### src/itf_pkg.sv
/*
 Constants, carrier types and state codes for the I2C target, flag and fault-pin block.
 Assumes a 10 MHz clk and a controller-driven SCL of at most 400 kHz.
*/
package itf_pkg;
   localparam int unsigned CLK_PERIOD_NS     = 100;
   localparam int unsigned SPIKE_FILTER_NS   = 200;
   localparam int unsigned SPIKE_FILTER_CYC  = SPIKE_FILTER_NS / CLK_PERIOD_NS;
   localparam int unsigned FAULT_DEGLITCH_NS = 5000;
   localparam int unsigned FAULT_DEGLITCH_CYC =
      (FAULT_DEGLITCH_NS + CLK_PERIOD_NS - 1) / CLK_PERIOD_NS;
   localparam logic [1:0]  FILT_CNT_MAX = 2'(SPIKE_FILTER_CYC - 1);
   localparam logic [5:0]  FAULT_CNT_MAX = 6'(FAULT_DEGLITCH_CYC - 1);

   localparam logic [6:0]  TARGET_ADDR_BASE = 7'h30;
   localparam logic [7:0]  GENERAL_CALL     = 8'h00;
   localparam logic [3:0]  BITS_PER_BYTE    = 4'h8;

   localparam logic [7:0]  IDX_FLAG0  = 8'h00;
   localparam logic [7:0]  IDX_MASK0  = 8'h03;
   localparam logic [7:0]  IDX_CTRL   = 8'h06;
   localparam logic [7:0]  IDX_STATUS = 8'h07;
   localparam logic [7:0]  APB_LAST_ADDR = 8'h1C;
   localparam int          CTRL_AUTO_CLEAR_BIT = 0;

   localparam int          EVT_W      = 24;
   localparam int          ATTACH_BIT = 16;
   localparam logic [23:0] FAULT_PIN_SEL = 24'h00FFFF;

   localparam logic [7:0]  MASK_RST = 8'h00;
   localparam logic [7:0]  CTRL_RST = 8'h01;
   localparam logic [7:0]  CFG_RST  = 8'h00;
   localparam logic [39:0] SYNC_RST = 40'h0000000003;

   typedef struct packed {
      logic [3:0] a;
      logic [3:0] b;
      logic [3:0] c;
   } itf_strap_t;

   typedef struct packed {
      logic [4:0] gain;
      logic       ilim_high;
      logic [1:0] addr_lsb;
   } itf_cfg_t;

   typedef enum logic [2:0] {
      ST_IDLE   = 3'h0,
      ST_ADDR   = 3'h1,
      ST_AACK   = 3'h3,
      ST_RX     = 3'h2,
      ST_RACK   = 3'h6,
      ST_TX     = 3'h7,
      ST_TACK   = 3'h5,
      ST_IGNORE = 3'h4
   } itf_state_t;
endpackage : itf_pkg

### src/itf_target_core.sv
/*
 I2C target, clear-on-read event flags with masks, fault pin and attach/interrupt pin,
 strap decode and an APB register slave.
 Assumes SCL, SDA, straps and event levels are asynchronous; pins are resolved outside.
*/
// The APB interface to the registers and the address map were chosen for this implementation.
`timescale 1ns/1ps
module itf_target_core
   import itf_pkg::*;
(
   input  wire logic             clk,
   input  wire logic             rst,
   input  wire logic             psel,
   input  wire logic             penable,
   input  wire logic             pwrite,
   input  wire logic [7:0]       paddr,
   input  wire logic [31:0]      pwdata,
   output logic      [31:0]      prdata,
   output logic                  pready,
   output logic                  pslverr,
   input  wire logic             scl_in,
   input  wire logic             sda_in,
   output logic                  sda_out,
   output logic                  sda_oe_n,
   input  wire logic             enable_in,
   input  wire logic             standalone_in,
   input  wire itf_strap_t       strap_in,
   input  wire logic [EVT_W-1:0] event_in,
   output logic                  fault_out,
   output logic                  fault_oe_n,
   output logic                  int_attach_out,
   output logic                  int_attach_oe_n,
   output itf_cfg_t              cfg
);
   logic [39:0]      sync_1;
   logic [39:0]      sync_2;
   logic [1:0]       line_s;
   logic [1:0]       line_f;
   logic             scl_d;
   logic             sda_d;
   logic             enable_d;
   logic [EVT_W-1:0] ev_s;
   itf_strap_t       strap_s;
   logic             enable_s;
   logic             standalone_s;
   itf_state_t       state;
   logic [3:0]       bitcnt;
   logic [7:0]       shreg;
   logic             rw;
   logic [7:0]       ptr;
   logic             ptr_phase;
   logic             nack;
   logic             sda_low;
   logic             start_in_high;
   logic [7:0]       ctrl;
   logic [5:0]       fault_cnt;
   logic             fault_act;
   logic [7:0]       flags [3];
   logic [7:0]       masks [3];
   logic [2:0]       irq_bits;

   // Two-flop synchronisers for every pin level
   always_ff @(posedge clk or posedge rst) begin
      if (rst) begin
         sync_1 <= SYNC_RST;
         sync_2 <= SYNC_RST;
      end else begin
         sync_1 <= {event_in, strap_in, standalone_in, enable_in, sda_in, scl_in};
         sync_2 <= sync_1;
      end
   end

   assign line_s       = sync_2[1:0];
   assign enable_s     = sync_2[2];
   assign standalone_s = sync_2[3];
   assign strap_s      = sync_2[15:4];
   assign ev_s         = sync_2[39:16];

   // Spike filter: a new level must persist before it is accepted
   genvar gi;
   generate
      for (gi = 0; gi < 2; gi++) begin : g_filt
         logic [1:0] cnt;
         logic       lvl;
         always_ff @(posedge clk or posedge rst) begin
            if (rst) begin
               cnt <= 2'h0;
               lvl <= 1'b1;
            end else if (line_s[gi] == lvl) begin
               cnt <= 2'h0;
            end else if (cnt == FILT_CNT_MAX) begin
               lvl <= line_s[gi];
               cnt <= 2'h0;
            end else begin
               cnt <= cnt + 2'h1;
            end
         end
         assign line_f[gi] = lvl;
      end
   endgenerate

   always_ff @(posedge clk or posedge rst) begin
      if (rst) begin
         scl_d    <= 1'b1;
         sda_d    <= 1'b1;
         enable_d <= 1'b0;
      end else begin
         scl_d    <= line_f[0];
         sda_d    <= line_f[1];
         enable_d <= enable_s;
      end
   end

   wire scl_rise    = line_f[0] & ~scl_d;
   wire scl_fall    = ~line_f[0] & scl_d;
   wire start_det   = scl_d & line_f[0] & sda_d & ~line_f[1];
   wire stop_det    = scl_d & line_f[0] & ~sda_d & line_f[1];
   wire stop_take   = stop_det & ~start_in_high & ~start_det;
   wire enable_rise = enable_s & ~enable_d;

   always_ff @(posedge clk or posedge rst) begin
      if (rst) begin
         start_in_high <= 1'b0;
      end else if (start_det) begin
         start_in_high <= 1'b1;
      end else if (scl_fall) begin
         start_in_high <= 1'b0;
      end
   end

   // Straps are caught when the device is enabled
   always_ff @(posedge clk or posedge rst) begin
      if (rst) begin
         cfg <= itf_cfg_t'(CFG_RST);
      end else if (enable_rise) begin
         cfg.addr_lsb  <= strap_s.a[1:0];
         cfg.gain      <= {strap_s.c[2], strap_s.b};
         cfg.ilim_high <= |strap_s.c[1:0];
      end
   end

   // APB decode
   wire [7:0] apb_idx    = {2'h0, paddr[7:2]};
   wire       apb_mapped = (paddr <= APB_LAST_ADDR) && (paddr[1:0] == 2'h0);
   wire       apb_acc    = psel & penable;
   wire       apb_wr     = apb_acc & pwrite & apb_mapped;
   wire       apb_rd     = apb_acc & ~pwrite & apb_mapped;

   function automatic logic [7:0] reg_read(input logic [7:0] idx);
      logic [7:0] v;
      v = 8'h00;
      if (idx < IDX_MASK0) begin
         v = flags[idx[1:0]];
      end else if (idx < IDX_CTRL) begin
         v = masks[2'(idx - IDX_MASK0)];
      end else if (idx == IDX_CTRL) begin
         v = ctrl;
      end else if (idx == IDX_STATUS) begin
         v = {fault_act, ~int_attach_oe_n, standalone_s, enable_s, 2'h0, cfg.addr_lsb};
      end
      return v;
   endfunction : reg_read

   logic [7:0] i2c_rd_byte;
   always_comb i2c_rd_byte = reg_read(ptr);
   wire       i2c_quiet   = ~start_det & ~stop_take & ~standalone_s;
   wire       i2c_load    = i2c_quiet & scl_fall &
                            (((state == ST_AACK) & rw) | ((state == ST_TACK) & ~nack));
   wire       byte_done   = i2c_quiet & scl_fall & (bitcnt == BITS_PER_BYTE);
   wire       i2c_wr      = byte_done & (state == ST_RX) & ~ptr_phase;
   wire       addr_match  = (shreg[7:1] == {TARGET_ADDR_BASE[6:2], cfg.addr_lsb}) &&
                            (shreg != GENERAL_CALL);
   wire       flag_auto_clear_sel = ctrl[CTRL_AUTO_CLEAR_BIT];

   // Flags and masks per register
   genvar gk;
   generate
      for (gk = 0; gk < 3; gk++) begin : g_evt
         localparam logic [7:0] FIDX = IDX_FLAG0 + 8'(gk);
         localparam logic [7:0] MIDX = IDX_MASK0 + 8'(gk);
         logic [7:0] flag_q;
         logic [7:0] mask_q;
         wire  [7:0] src = ev_s[8*gk +: 8];
         wire  [7:0] clr = ((apb_rd && apb_idx == FIDX) ? prdata[7:0] : 8'h00) |
                           ((i2c_load && ptr == FIDX) ? i2c_rd_byte : 8'h00);
         wire  [7:0] next_flag = flag_auto_clear_sel ? ((flag_q & ~clr) | src) : src;
         always_ff @(posedge clk or posedge rst) begin
            if (rst) begin
               flag_q <= 8'h00;
               mask_q <= MASK_RST;
            end else begin
               flag_q <= next_flag;
               if (apb_wr && apb_idx == MIDX) begin
                  mask_q <= pwdata[7:0];
               end else if (i2c_wr && ptr == MIDX) begin
                  mask_q <= shreg;
               end
            end
         end
         assign flags[gk]    = flag_q;
         assign masks[gk]    = mask_q;
         assign irq_bits[gk] = |(flag_q & mask_q);
      end
   endgenerate

   always_ff @(posedge clk or posedge rst) begin
      if (rst) begin
         ctrl <= CTRL_RST;
      end else if (apb_wr && apb_idx == IDX_CTRL) begin
         ctrl <= pwdata[7:0];
      end else if (i2c_wr && ptr == IDX_CTRL) begin
         ctrl <= shreg;
      end
   end

   // APB answer: data captured in setup, zero-wait access
   always_ff @(posedge clk or posedge rst) begin
      if (rst) begin
         prdata <= 32'h00000000;
      end else if (psel && !penable && !pwrite) begin
         prdata <= {24'h000000, apb_mapped ? reg_read(apb_idx) : 8'h00};
      end
   end
   assign pready  = 1'b1;
   assign pslverr = apb_acc & ~apb_mapped;

   // Fault pin: deglitched, mask-free
   wire fault_any = |(ev_s & FAULT_PIN_SEL);
   always_ff @(posedge clk or posedge rst) begin
      if (rst) begin
         fault_cnt <= 6'h00;
         fault_act <= 1'b0;
      end else if (!fault_any) begin
         fault_cnt <= 6'h00;
         fault_act <= 1'b0;
      end else if (fault_cnt == FAULT_CNT_MAX) begin
         fault_act <= 1'b1;
      end else begin
         fault_cnt <= fault_cnt + 6'h01;
      end
   end
   assign fault_out  = 1'b0;
   assign fault_oe_n = ~fault_act;

   // Shared pin: interrupt, or attach indicator on stand-alone parts
   wire irq_any = |irq_bits;
   always_ff @(posedge clk or posedge rst) begin
      if (rst) begin
         int_attach_oe_n <= 1'b1;
      end else begin
         int_attach_oe_n <= standalone_s ? ~ev_s[ATTACH_BIT] : ~irq_any;
      end
   end
   assign int_attach_out = 1'b0;

   // Target state machine; SDA moves only on SCL falls
   always_ff @(posedge clk or posedge rst) begin
      if (rst) begin
         state     <= ST_IDLE;
         bitcnt    <= 4'h0;
         shreg     <= 8'h00;
         rw        <= 1'b0;
         ptr       <= 8'h00;
         ptr_phase <= 1'b0;
         nack      <= 1'b0;
         sda_low   <= 1'b0;
      end else if (standalone_s) begin
         state   <= ST_IDLE;
         sda_low <= 1'b0;
      end else if (start_det) begin
         state   <= ST_ADDR;
         bitcnt  <= 4'h0;
         sda_low <= 1'b0;
      end else if (stop_take) begin
         state   <= ST_IDLE;
         sda_low <= 1'b0;
      end else begin
         unique case (state)
            ST_IDLE, ST_IGNORE: begin
               sda_low <= 1'b0;
            end
            ST_ADDR, ST_RX: begin
               if (scl_rise) begin
                  shreg  <= {shreg[6:0], line_f[1]};
                  bitcnt <= bitcnt + 4'h1;
               end else if (byte_done) begin
                  if (state == ST_RX) begin
                     sda_low   <= 1'b1;
                     state     <= ST_RACK;
                     ptr       <= ptr_phase ? shreg : ptr + 8'h01;
                     ptr_phase <= 1'b0;
                  end else if (addr_match) begin
                     sda_low   <= 1'b1;
                     state     <= ST_AACK;
                     rw        <= shreg[0];
                     ptr_phase <= ~shreg[0];
                  end else begin
                     state <= ST_IGNORE;
                  end
               end
            end
            ST_AACK, ST_RACK: begin
               if (i2c_load) begin
                  shreg   <= i2c_rd_byte;
                  sda_low <= ~i2c_rd_byte[7];
                  ptr     <= ptr + 8'h01;
                  bitcnt  <= 4'h0;
                  state   <= ST_TX;
               end else if (scl_fall) begin
                  sda_low <= 1'b0;
                  bitcnt  <= 4'h0;
                  state   <= ST_RX;
               end
            end
            ST_TX: begin
               if (scl_rise) begin
                  bitcnt <= bitcnt + 4'h1;
               end else if (byte_done) begin
                  sda_low <= 1'b0;
                  state   <= ST_TACK;
               end else if (scl_fall) begin
                  shreg   <= {shreg[6:0], 1'b0};
                  sda_low <= ~shreg[6];
               end
            end
            ST_TACK: begin
               if (scl_rise) begin
                  nack <= line_f[1];
               end else if (i2c_load) begin
                  shreg   <= i2c_rd_byte;
                  sda_low <= ~i2c_rd_byte[7];
                  ptr     <= ptr + 8'h01;
                  bitcnt  <= 4'h0;
                  state   <= ST_TX;
               end else if (scl_fall) begin
                  state <= ST_IGNORE;
               end
            end
         endcase
      end
   end

   assign sda_out  = 1'b0;
   assign sda_oe_n = ~sda_low;
endmodule : itf_target_core

### config.mk
export PLATFORM = sky130hd
export DESIGN_NAME = itf_target_core
export DESIGN_NICKNAME = d
export VERILOG_FILES = /design/src/itf_pkg.sv /design/src/itf_target_core.sv
export SDC_FILE = /design/constraint.sdc
export NUM_CORES = 1
export LEC_CHECK = 0
export BUFFER_PORTS_ARGS = -buffer_cell sky130_fd_sc_hd__buf_4
export CORE_MARGIN = 5
export CORE_UTILIZATION = 45
export DETAILED_ROUTE_END_ITERATION = 10
export PLACE_DENSITY = 0.72
export SLEW_MARGIN = 20
export SYNTH_ARGS = -nofsm -noshare
export SYNTH_HDL_FRONTEND = slang
export SYNTH_SLANG_ARGS = --single-unit
### constraint.sdc
create_clock -name clk -period 6.9 [get_ports clk]
set_input_delay 1.035 -clock clk [delete_from_list [all_inputs] [get_ports clk]]
set_output_delay 1.035 -clock clk [all_outputs]
set_load 0.02 [all_outputs]
==> impl.org, run 1 <==
** Outcome
- Run status :: finished, final reports clean

** Synth
- In the synthesized netlist the async set-or-reset flop fraction comes to 1.00.
- After synthesis the netlist holds a flip-flop and latch count of about 190.
- Instance count of the mapped netlist :: approximately 920
- Summed over all instances, the cell type with the most area after synthesis is dfrtp_1.
- Netlist Area Pre-Place :: approximately 9500 um2
- For this run, the register share of the synthesized area comes to 0.504.
- Dividing the synthesized area by the synthesized cell count gives 10.4 um2.
- Library cells used by synthesis :: 72
- Ranked by total cell area, the synthesized netlist is headed by dfrtp_1 48%, mux2i_1 4.1%, nand2_1 3.5%.
- Counting flops with a built-in enable in the synthesized netlist gives 0.
- Number of warnings printed during yosys synthesis :: 0
- Area share of the leading cell type in the synthesized netlist :: 0.476
- For this run, the leading register cell type out of synthesis is dfrtp_1.

** Timing
- Final setup viols :: 0
- Final Skew :: between 0.01 and 0.015 ns
- Setup repair after global routing left no endpoint under its margin.
- Tightest Pin Transition :: about 0.86 ns
- Subtracting the final worst setup slack from the clock period gives roughly 3.5 ns.
- Worst-case headroom to the max-slew limit :: 0.426
- Hold is met by about 0.35 ns.
- Based on the critical path, the design can be clocked at up to about 0.28 GHz.
- Final max-slew violation count :: 0
- Final worst path period share :: 0.509
- Setup Total Neg Slack :: 0 ns
- The number of hold-slack violations in the final timing report is 0.

** Setup path
- In this run the worst path has a maximum fanout of 20.
- Data required time at the worst endpoint :: slightly above 7 ns
- The cell family contributing the most delay on the critical path is flip-flops.
- For the worst setup path, the data arrival time is approximately 3.8 ns.
- The worst setup path is of the flip-flop to flip-flop kind.
- Cell-by-cell listing of the critical path :: inv_1, ha_1, mux2_2, a222oi_1, or4b_1, o21ai_1, mux2_1
- Critical Path Source Type :: flip-flop
- Combined buffer and inverter count along the critical path :: 1
- The worst setup path is captured at a flip-flop.
- On the critical path, the stage with the largest delay is an instance of dfrtp_1.
- On the worst path, the slowest cell contributes a delay of about 0.76 ns.

** Detailed routing
- Residual antenna-violating net count after detailed routing :: 0
- First-iteration detailed-routing DRC count :: 819
- Detailed-routing iteration count for the pre-antenna-repair pass :: 7
- Average wire per standard cell :: about 21 um
- Mean number of vias per cell :: between 6 and 7
- Detailed-route wire length :: roughly 26000 um
- Post-detailed-route DRC marker count :: 0
- The final route contains approximately 7600 vias.

** Clock network
- Once the clock tree was built, the resizer swapped 0 gates to a different size.
- After clock tree synthesis, the setup repair step added 0 buffers.
- CTS Hold Buffers Added :: 0
- The number of clock buffers added by TritonCTS is 17.
- Maximum clock insertion buffer count :: 2
- Total number of H-tree levels :: 4
- For this design, the sink count on the clock tree is about 190.
- Clock-pin slew of the registers on the worst-case setup and hold paths :: ~0.08 ns
- CTS tree :: yes
- CTS placed an instance of clkbuf_16 at the clock tree root.
- For the worst-skew pair, the clock arrives at the later sink with an insertion delay of roughly 0.44 ns.

** Global route
- Total global routing track utilization :: 0.215
- Vias in the first global route :: 7235
- The number of antenna violations at the first check in global routing came to 0.
- The total overflow left after global routing is 0.
- The first global-routing pass estimated a little over 40000 um of wire.
- Entering global routing, the biggest net connects roughly 130 pins.

** Power and ir drop
- Cell area power density :: between 200 and 250 nW/um2
- Worst ir drop on vdd :: 0.191 mV
- Leakage power figure :: 4.52 nW

** Cells and area
- Nets :: between 1000 and 1500
- Leading cell types in the layout, fill and taps excluded :: 181 x dfrtp_1, 89 x nand2_1, 79 x buf_4
- Inserted Diodes :: 0
- The area growth from synthesis to layout is 12.6%.
- Number of cells in the finished layout apart from fillers :: 1245
- Measured on the finished design, the core utilization comes to 0.513.
- Of the cells placed in the final design, the portion with a size suffix greater than 1 is 0.170.
- The library cell used most frequently in the layout, excluding fill and tap cells, is dfrtp_1.

** Placed design
- Routability-driven placement finished with a final weighted congestion of 0.952.
- Buffers placed on the I/O ports in this run total 77.
- Dpl cells :: 1213
- Detailed Place HPWL :: between 15000 and 20000 um

** Floorplan
- The die covers ~24000 um2.
- The total area inside the core boundary comes to about 21000 um2.
- In this run the horizontal extent of the chip is around 160 um.
- Floorplan die height :: 155 um
- Number of top-level pins :: 133
- Initial Util :: 0.455
- FP Rows :: 53

** Worst hold path
- In this run the worst hold path is classified as flip-flop to flip-flop.

** Job
- Maximum capacitance violations :: 0
per-stage QoR:
stage | area, um2 | setup slack, ns | power, mW
2_1_floorplan | 9610 | 0.683 | 1.56
3_3_place_gp | 10100 | 3.50 | 1.67
3_5_place_dp | 10100 | 3.51 | 1.68
4_1_cts | 10700 | 3.49 | 2.65
5_1_grt | 10700 | 3.28 | 2.75
6_report | 10700 | 3.39 | 2.64
path summary, 6_finish.rpt:
path / start / endpoint / slack [ns] / depth (start not counted)
worst max-delay path: ptr[0]$_DFFE_PP0P_ / shreg[7]$_DFFE_PP0P_ / 3.39 / 7
worst min-delay path: sync_1[31]$_DFF_PP0_ / sync_2[31]$_DFF_PP0_ / 0.35 / 0
worst max register to register: ptr[0]$_DFFE_PP0P_ / shreg[7]$_DFFE_PP0P_ / 3.39 / 7
worst min register to register: sync_1[31]$_DFF_PP0_ / sync_2[31]$_DFF_PP0_ / 0.35 / 0
max in group asynchronous: rst / g_evt[0].mask_q[5]$_DFFE_PP0P_ / 4.78 / 3
min in group asynchronous: rst / sync_1[32]$_DFF_PP0_ / 0.75 / 2
per-layer routing:
metal	vias to the layer above	wire [um]	share of wire	track usage
li1	3401	-	-	-
met2	390	11700	0.45	0.318
met4	0	942	0.036	0.0871
met1	3691	10800	0.41	0.297
met3	84	2650	0.10	0.0640
met5	-	0	0	0
flip-flops by register name (all words and copies together) (netlist names), 2 cells and up:
| name | flops |
|---|---|
| g_evt.flag_q | 24 |
| sync_1 | 37 |
| g_evt.mask_q | 24 |
| sync_2 | 37 |
| ptr | 8 |
| fault_cnt | 6 |
| shreg | 8 |
| ctrl | 8 |
| cfg | 8 |
| prdata | 8 |
| g_filt.cnt | 4 |
| state | 3 |
| g_filt.lvl | 2 |
| bitcnt | 4 |
cells in the mapped netlist, types with 18 or more instances:
cell type / count
buf_4: 28
mux2_2: 28
buf_2: 18
clkbuf_1: 36
dfrtp_1: 181
nor2_1: 46
mux2i_1: 39
nand3_1: 22
a21oi_1: 44
inv_1: 19
nand2b_1: 21
nand2_1: 89
o21ai_0: 48
a31oi_1: 36
cell families after synthesis:
group	synth area share
AO/OA/AOI/OAI	0.187
XOR/XNOR	0.0110
adder cells (fa/ha/maj)	0.0158
buffers and inverters	0.0554
flip-flops	0.504
multiplexers	0.0754
other	0.000789
AND/OR/NAND/NOR	0.151
power breakdown:
group / total, mW / internal, mW / switching [mW]
registers: 1.33 / 1.21 / 0.119
clock network: 0.979 / 0.492 / 0.487
logic: 0.330 / 0.149 / 0.180
final cells by class:
type                            instances  area [um2]
Multi-Input combinational cell        647        4300
Fill cell                            1841       10200
Sequential cell                       191        4790
Tap cell                              275         344
Timing Repair Buffer                   81         612
Inverter                               20        82.6
Clock buffer                           18         439
Clock inverter                         13         141
(Power assumes the default switching activity.)
==> run 2: changes to the inputs <==
==> constraint.sdc (replaced) <==
create_clock -name clk -period 3.3 [get_ports clk]
set_input_delay 0.495 -clock clk [delete_from_list [all_inputs] [get_ports clk]]
set_output_delay 0.495 -clock clk [all_outputs]
set_load 0.02 [all_outputs]
==> impl.org, run 2 (synthesis gave the netlist of run 1 again) <==
** Setup path
- Data required time at the worst endpoint :: 3.65 ns (-3.57 ns)
- Cell-by-cell listing of the critical path :: nor4b_1, and4_1, a31oi_1, a2bb2oi_1
- Maximum fanout along the worst path :: 21 (+5.0%)
- Endpoint of the worst-slack reg-to-reg timing path :: g_evt[2].mask_q[5]$_DFFE_PP0P_
- Worst Setup Path Type :: flip-flop to flip-flop
- In this run the critical register-to-register path is launched from state[1]$_DFFE_PP0P_.
- Max stage delay cell, worst path :: dfrtp_1
- The critical path ends at g_evt[2].mask_q[5]$_DFFE_PP0P_.
- Data arrival time of the critical path :: 3.04 ns (-0.79 ns)
- Critical Path Source :: state[1]$_DFFE_PP0P_
- Critical Path Source Type :: flip-flop
- STA classifies the critical path endpoint as a flip-flop.
- Register-to-Register Path Depth :: 4 (-3)
- The minimum setup slack among reg-to-reg paths is 0.61 ns (-2.79 ns).
- Stage delay of the slowest cell on the critical path :: 0.76 ns (about the same)

** Cells and area
- Footprint of the multi-input gates :: 4300 um2 (unchanged)
- The sequential cell area is 4790 um2 (unchanged).
- Layout Utilization :: 0.519 (+0.00575)
- Area grow syn2layout :: 13.9%
- Fillers :: 1865 (+1.3%)
- Most common cell after layout, fill and taps aside :: dfrtp_1
- Leading cell types in the layout, fill and taps excluded :: 181 x dfrtp_1, 89 x nand2_1, 85 x buf_4
- The largest registers in the layout are sync_1 (37), sync_2 (37).
- Inserted Diodes :: 0 (unchanged)
- The share of final-layout standard cells stronger than drive strength 1 is 0.177 (+0.00679).
- The number of nets at the end of the flow is 1062 (+0.66%).

** Floorplan
- Initial Util :: 0.455 (unchanged)
- The die width was 155 um (unchanged).
- Floorplan die height :: 155 um (unchanged)
- FP Rows :: 53 (unchanged)
- Full die area :: 24200 um2 (unchanged)
- The I/O pin count is 133 (unchanged).
- Core footprint :: 20900 um2 (unchanged)

** Power and ir drop
- Cell area power density :: 518 nW/um2 (+110%)
- The clock network fraction of design power came to 0.380 (+0.009).
- The worst supply voltage drop on vdd came to 0.404 mV (+110%).
- The share of total power in combinational logic came to 0.127 (+0.002).
- The switching share of total power came to 0.291 (-0.00605).
- The total internal power came to 3.98 mW (+110%).
- Seq pwr share :: 0.493 (-0.011)
- The total power of the final layout is 5.61 mW (+110%).
- The net switching power was 1.64 mW (+110%).
- The leakage power is 4.59 nW (+1.5%).

** Outcome
- The flow ran to the end, and the final reports show no timing, DRC or antenna violations.

** Placed design
- The pre-CTS worst setup slack came to 0.495 ns (-3.02 ns).
- The detailed placer's ending HPWL was 18600 um (+2.2%).
- Buffers on Ports :: 77 (unchanged)
- GPL Wtd Cong :: 0.973 (+2.2%)

** Global route
- The via count of the first global-routing pass was 7403 (+2.3%).
- Antenna violations before repair :: 0 (unchanged)
- The final global-route overflow total is 0 (unchanged).
- Total global routing track utilization :: 0.216 (+0.000852)
- The first-pass GRT wire length was 41200 um (+1.6%).
- The largest net degree at the start of global routing came to 69 (-47%).

** Timing
- The number of hold-slack violations in the final timing report came to 0 (unchanged).
- Final max-slew violation count :: 0 (unchanged)
- Setup Total Neg Slack :: 0 ns (unchanged)
- Final Critical Period :: 2.69 ns (-0.815 ns)
- The clock tree skew after final layout was 0.0148 ns (+0.000621 ns).
- Final-layout worst hold slack :: 0.131 ns (-0.217 ns)
- Final setup viols :: 0 (unchanged)
- RSZ-0062 raised after global routing :: false
- The post-layout worst setup margin is 0.605 ns (-2.79 ns).
- The upper clock frequency limit was 0.371 GHz (+30%).
- Worst-case headroom to the max-slew limit :: 0.432 (+0.00600)
- Final worst path period share :: 0.817 (+0.308)
- Tightest Pin Transition :: 0.840 ns (-0.0208 ns)

** Worst hold path
- Kind of path behind the tightest hold check :: primary input to asynchronous set/reset pin

** Clock network
- Total number of H-tree levels :: 4 (unchanged)
- Clock root buffer :: clkbuf_16
- Maximum clock insertion buffer count :: 2 (unchanged)
- CTS Hold Buffers Added :: 0 (unchanged)
- Skew-Pair Late Insertion Delay :: 0.44 ns (about the same)
- Post-CTS sizing :: 0 (unchanged)
- # clock sinks :: 191 (unchanged)
- CTS tree :: yes
- CTS Buf Count :: 17 (unchanged)
- Setup repair bufs after CTS :: 0 (unchanged)
- Clock-pin slew of the registers on the worst-case setup and hold paths :: 0.08 ns (about the same)

** Detailed routing
- The DRC violation total after the first TritonRoute iteration is 892 (+8.9%).
- Via count :: 7677 (+1.5%)
- Post-detailed-route DRC marker count :: 0 (unchanged)
- The detailed-route wire length per cell was 20.8 um (-0.67%).
- Residual antenna-violating net count after detailed routing :: 0 (unchanged)
- The post-detailed-route via-to-cell ratio was 6.13 (+0.82%).
- Detailed-routing iteration count for the pre-antenna-repair pass :: 7 (unchanged)
- Detailed-route wire length :: 26000 um (about the same)

** Job
- Maximum capacitance violations :: 0 (unchanged)
## run 2: changes by cell type in the layout (fill, tap and decap cells not counted), sizes merged
cell	previous run	this run
inv	26	27
clkbuf	19	18
clkinvlp	2	1
bufinv	0	1
buf	80	88
## run 2: worst max-delay path, delay by kind of cell, from the launching register on
| kind | cells | cell delay [ns] |
|---|---|---|
| AO/OA/AOI/OAI | 2 | 0.38 |
| AND/OR/NAND/NOR | 2 | 1.45 |
| flip-flops | 1 | 0.76 |
## run 2: final cells by class
| cell class | instances | area share |
|---|---|---|
| Clock buffer | 18 | 0.0405 |
| Clock inverter | 14 | 0.0165 |
| Inverter | 20 | 0.00728 |
| Multi-Input combinational cell | 647 | 0.397 |
| Sequential cell | 191 | 0.442 |
| Tap cell | 275 | 0.0318 |
| Timing Repair Buffer | 88 | 0.0644 |
## run 2: how the worst min path moves through the flow
stage                               from                   end  slack (ns)  cells after the start
global route                      scl_in   sync_1[0]$_DFF_PP1_        0.14                      1
detailed placement  sync_1[17]$_DFF_PP0_  sync_2[17]$_DFF_PP0_        0.33                      0
floorplan           sync_1[10]$_DFF_PP0_  sync_2[10]$_DFF_PP0_        0.33                      0
CTS                                  rst   sync_1[3]$_DFF_PP0_        0.14                      2
global placement    sync_1[36]$_DFF_PP0_  sync_2[36]$_DFF_PP0_        0.33                      0
finish                               rst   sync_1[3]$_DFF_PP0_        0.13                      2
## run 2: power by group through the flow
stage	clock, mW	combinational [mW]	sequential [mW]
5_1_grt	2.26	0.794	2.80
4_1_cts	2.16	0.716	2.76
2_1_floorplan	0	0.574	2.70
6_report	2.13	0.711	2.77
3_3_place_gp	0	0.690	2.80
3_5_place_dp	0	0.712	2.81
## run 2: metal layers
layer  vias up  part of all wire  track usage
met5         -                 0            0
met4         0             0.033       0.0759
met3        70             0.096       0.0537
met2       397              0.46        0.328
met1      3779              0.41        0.302
li1       3431                 -            -
## run 2: through the flow
step / cell area (um2) / cells
after global placement: 10200 / 1220
after CTS: 10800 / 1252
after floorplan: 9620 / 944
after global routing: 10800 / 1253
after detailed placement: 10200 / 1220
final: 10800 / 1253
==> run 3: changes to the inputs <==
==> constraint.sdc (replaced) <==
create_clock -name clk -period 2.8 [get_ports clk]
set_input_delay 0.42 -clock clk [delete_from_list [all_inputs] [get_ports clk]]
set_output_delay 0.42 -clock clk [all_outputs]
set_load 0.02 [all_outputs]
==> impl.org, run 3 (synthesis gave the netlist of run 1 again) <==
** Cells and area
- The final-layout fill cell count was 1852 (-0.70%).
- The largest registers in the layout are sync_1 (37), sync_2 (37).
- Leaving out fill and tap cells, the most frequent cell in the layout is dfrtp_1.
- Layout Utilization :: 0.522 (+0.00371)
- The number of nets at the end of the flow is 1076 (+1.3%).
- Number of cells in the finished layout apart from fillers :: 1267 (+1.1%)
- The total inserted antenna cells was 0 (unchanged).
- Leading cell types in the layout, fill and taps excluded :: 181 x dfrtp_1, 101 x buf_4, 89 x nand2_1
- Area grow syn2layout :: 14.7%
- Layout cells sized above 1 :: 0.188 (+0.0106)

** Clock network
- The H-tree level count is 4 (unchanged).
- The total clock buffers created by CTS is 17 (unchanged).
- CTS Hold Buffers Added :: 0 (unchanged)
- The root buffer cell chosen for the clock tree is clkbuf_16.
- The setup fix buffers added after clock tree synthesis came to 0 (unchanged).
- # clock sinks :: 191 (unchanged)
- TritonCTS built the clock tree.
- Post-CTS sizing :: 0 (unchanged)
- The post-CTS clock slew at the launch and capture registers of the worst setup and hold paths was 0.08 ns (about the same).
- The clock latency at the later pin of the worst-skew pair came to 0.44 ns (about the same).
- Maximum clock insertion buffer count :: 2 (unchanged)

** Floorplan
- Full die area :: 24200 um2 (unchanged)
- The area of the core region was 20900 um2 (unchanged).
- The die width is 155 um (unchanged).
- Floorplan die height :: 155 um (unchanged)
- Initial Util :: 0.455 (unchanged)
- The I/O pin count was 133 (unchanged).
- FP Rows :: 53 (unchanged)

** Power and ir drop
- The switching share of total power came to 0.294 (+0.00295).
- The net switching power came to 1.95 mW (+19%).
- Leakage power figure :: 4.64 nW (+1.2%)
- The worst supply voltage drop on vdd came to 0.461 mV (+14%).
- Relative contribution of the clock network to total power :: 0.378 (-0.002)
- Seq pwr share :: 0.494 (about the same)
- Cell area power density :: 606 nW/um2 (+17%)
- The total internal power came to 4.66 mW (+17%).
- The share of total power in combinational logic is 0.129 (+0.002).

** Timing
- Setup Total Neg Slack :: 0 ns (unchanged)
- The post-layout worst setup margin is 0.286 ns (-0.320 ns).
- The upper clock frequency limit was 0.398 GHz (+7.2%).
- Tightest Pin Transition :: 0.850 ns (+0.0106 ns)
- The number of hold-slack violations in the final timing report was 0 (unchanged).
- Setup repair after global routing left no endpoint under its margin.
- Final-layout worst hold slack :: 0.0778 ns (-0.0535 ns)
- The time the worst path needs with I/O delays and setup was 2.51 ns (-0.180 ns).
- The final cycle utilization of the critical path came to 0.898 (+0.0815).
- Final Skew :: 0.0153 ns (+0.000500 ns)
- Final setup viols :: 0 (unchanged)
- Final max-slew violation count :: 0 (unchanged)
- The worst relative slew slack was 0.433 (+0.000801).

** Global route
- The final global-route overflow total was 0 (unchanged).
- Maximum number of pins on one net before global-route repair :: 160 (+130%)
- The number of antenna violations at the first check in global routing came to 0 (unchanged).
- The global-route total usage across every layer is 0.218 (+0.00208).
- Vias in the first global route :: 7456 (+0.72%)
- Global-route wire length before repair :: 41400 um (+0.33%)

** Setup path
- The path depth of the worst reg2reg path was 5 (+1).
- The critical path is of the flip-flop to flip-flop type.
- Maximum fanout along the worst path :: 9 (-57%)
- The data required time of the worst path came to 3.12 ns (-0.53 ns).
- The worst setup path is launched from a flip-flop.
- The worst path arrival time is 2.84 ns (-0.20 ns).
- STA classifies the critical path endpoint as a flip-flop.

** Job
- The number of max-cap violations is 0 (unchanged).

** Placed design
- The final weighted congestion in routability-driven placement is 0.954 (-2.0%).
- The number of buffer cells added on primary ports came to 77 (unchanged).
- The pre-CTS worst setup slack is 0.197 ns (-0.298 ns).
- The number of cells in the design after placement was 1234 (+1.1%).
- Detailed Place HPWL :: 18500 um (-0.30%)

** Worst hold path
- Hold-critical path depth :: 1
- The path class of the tightest hold or removal check is primary input to flip-flop.

** Detailed routing
- Detailed-routing iteration count for the pre-antenna-repair pass :: 5 (-2)
- The post-detailed-route via-to-cell ratio is 6.15 (+0.36%).
- The detailed-route wire length per cell was 20.8 um (+0.26%).
- Detailed-route wire length :: 26400 um (+1.4%)
- The DRC violation total after the first TritonRoute iteration is 1061 (+19%).
- The vias after detailed routing came to 7791 (+1.5%).
- Residual antenna-violating net count after detailed routing :: 0 (unchanged)
- The remaining routing DRC violations came to 0 (unchanged).

** Outcome
- The flow ran to the end, and the final reports show no timing, DRC or antenna violations.
-- run 3: changes by cell type in the layout (fill, tap and decap cells not counted), sizes merged --
cell,delta
inv,-2
buf,+14
clkinv,+2
-- run 3: cell type report --
cell class / count / area (um2) / share of cell area
clock inverters: 14 / 186 / 0.0171
well taps: 275 / 344 / 0.0315
multi-input cells: 647 / 4300 / 0.394
flip-flops and latches: 191 / 4790 / 0.439
clock buffers: 18 / 429 / 0.0393
repair buffers: 102 / 778 / 0.0713
inverters: 20 / 78.8 / 0.00722
-- run 3: metal layers --
metal / vias to the layer above / GRT usage / part of all wire
met2: 432 / 0.320 / 0.44
met4: 0 / 0.0896 / 0.036
met3: 80 / 0.0459 / 0.10
li1: 3461 / - / -
met5: - / 0 / 0
met1: 3818 / 0.314 / 0.42
-- run 3: through the flow --
stage	instance area (um2)	power, mW
floorplan	9620	3.86
global placement	10300	4.12
detailed placement	10300	4.15
CTS	10900	6.65
global route	10900	6.88
finish	10900	6.61
-- run 3: worst paths after layout --
| kind | startpoint | endpoint | slack, ns |
|---|---|---|---|
| hold / removal | strap_in[6] | sync_1[10]$_DFF_PP0_ | 0.08 |
| max in group asynchronous | rst | g_evt[2].flag_q[4]$_DFF_PP0_ | 1.94 |
| setup reg to reg | scl_d$_DFF_PP1_ | shreg[2]$_DFFE_PP0P_ | 0.29 |
| setup / recovery | scl_d$_DFF_PP1_ | shreg[2]$_DFFE_PP0P_ | 0.29 |
| min in group asynchronous | rst | sync_1[3]$_DFF_PP0_ | 0.11 |
| hold reg to reg | sync_1[12]$_DFF_PP0_ | sync_2[12]$_DFF_PP0_ | 0.35 |
-- run 3: power by group through the flow --
stage / clock network (mW) / registers, mW / logic (mW)
final: 2.49 / 3.26 / 0.850
after global routing: 2.65 / 3.29 / 0.947
after CTS: 2.54 / 3.26 / 0.853
after detailed placement: 0 / 3.31 / 0.839
after global placement: 0 / 3.30 / 0.816
after floorplan: 0 / 3.18 / 0.676
-- run 3: critical path, stage by stage (launching register included) --
cell and delay (ns):
dfstp_2 0.60, nor3b_1 0.47, o2111ai_1 0.27, a31oi_1 0.26
and3_1 0.42, mux2_2 0.38
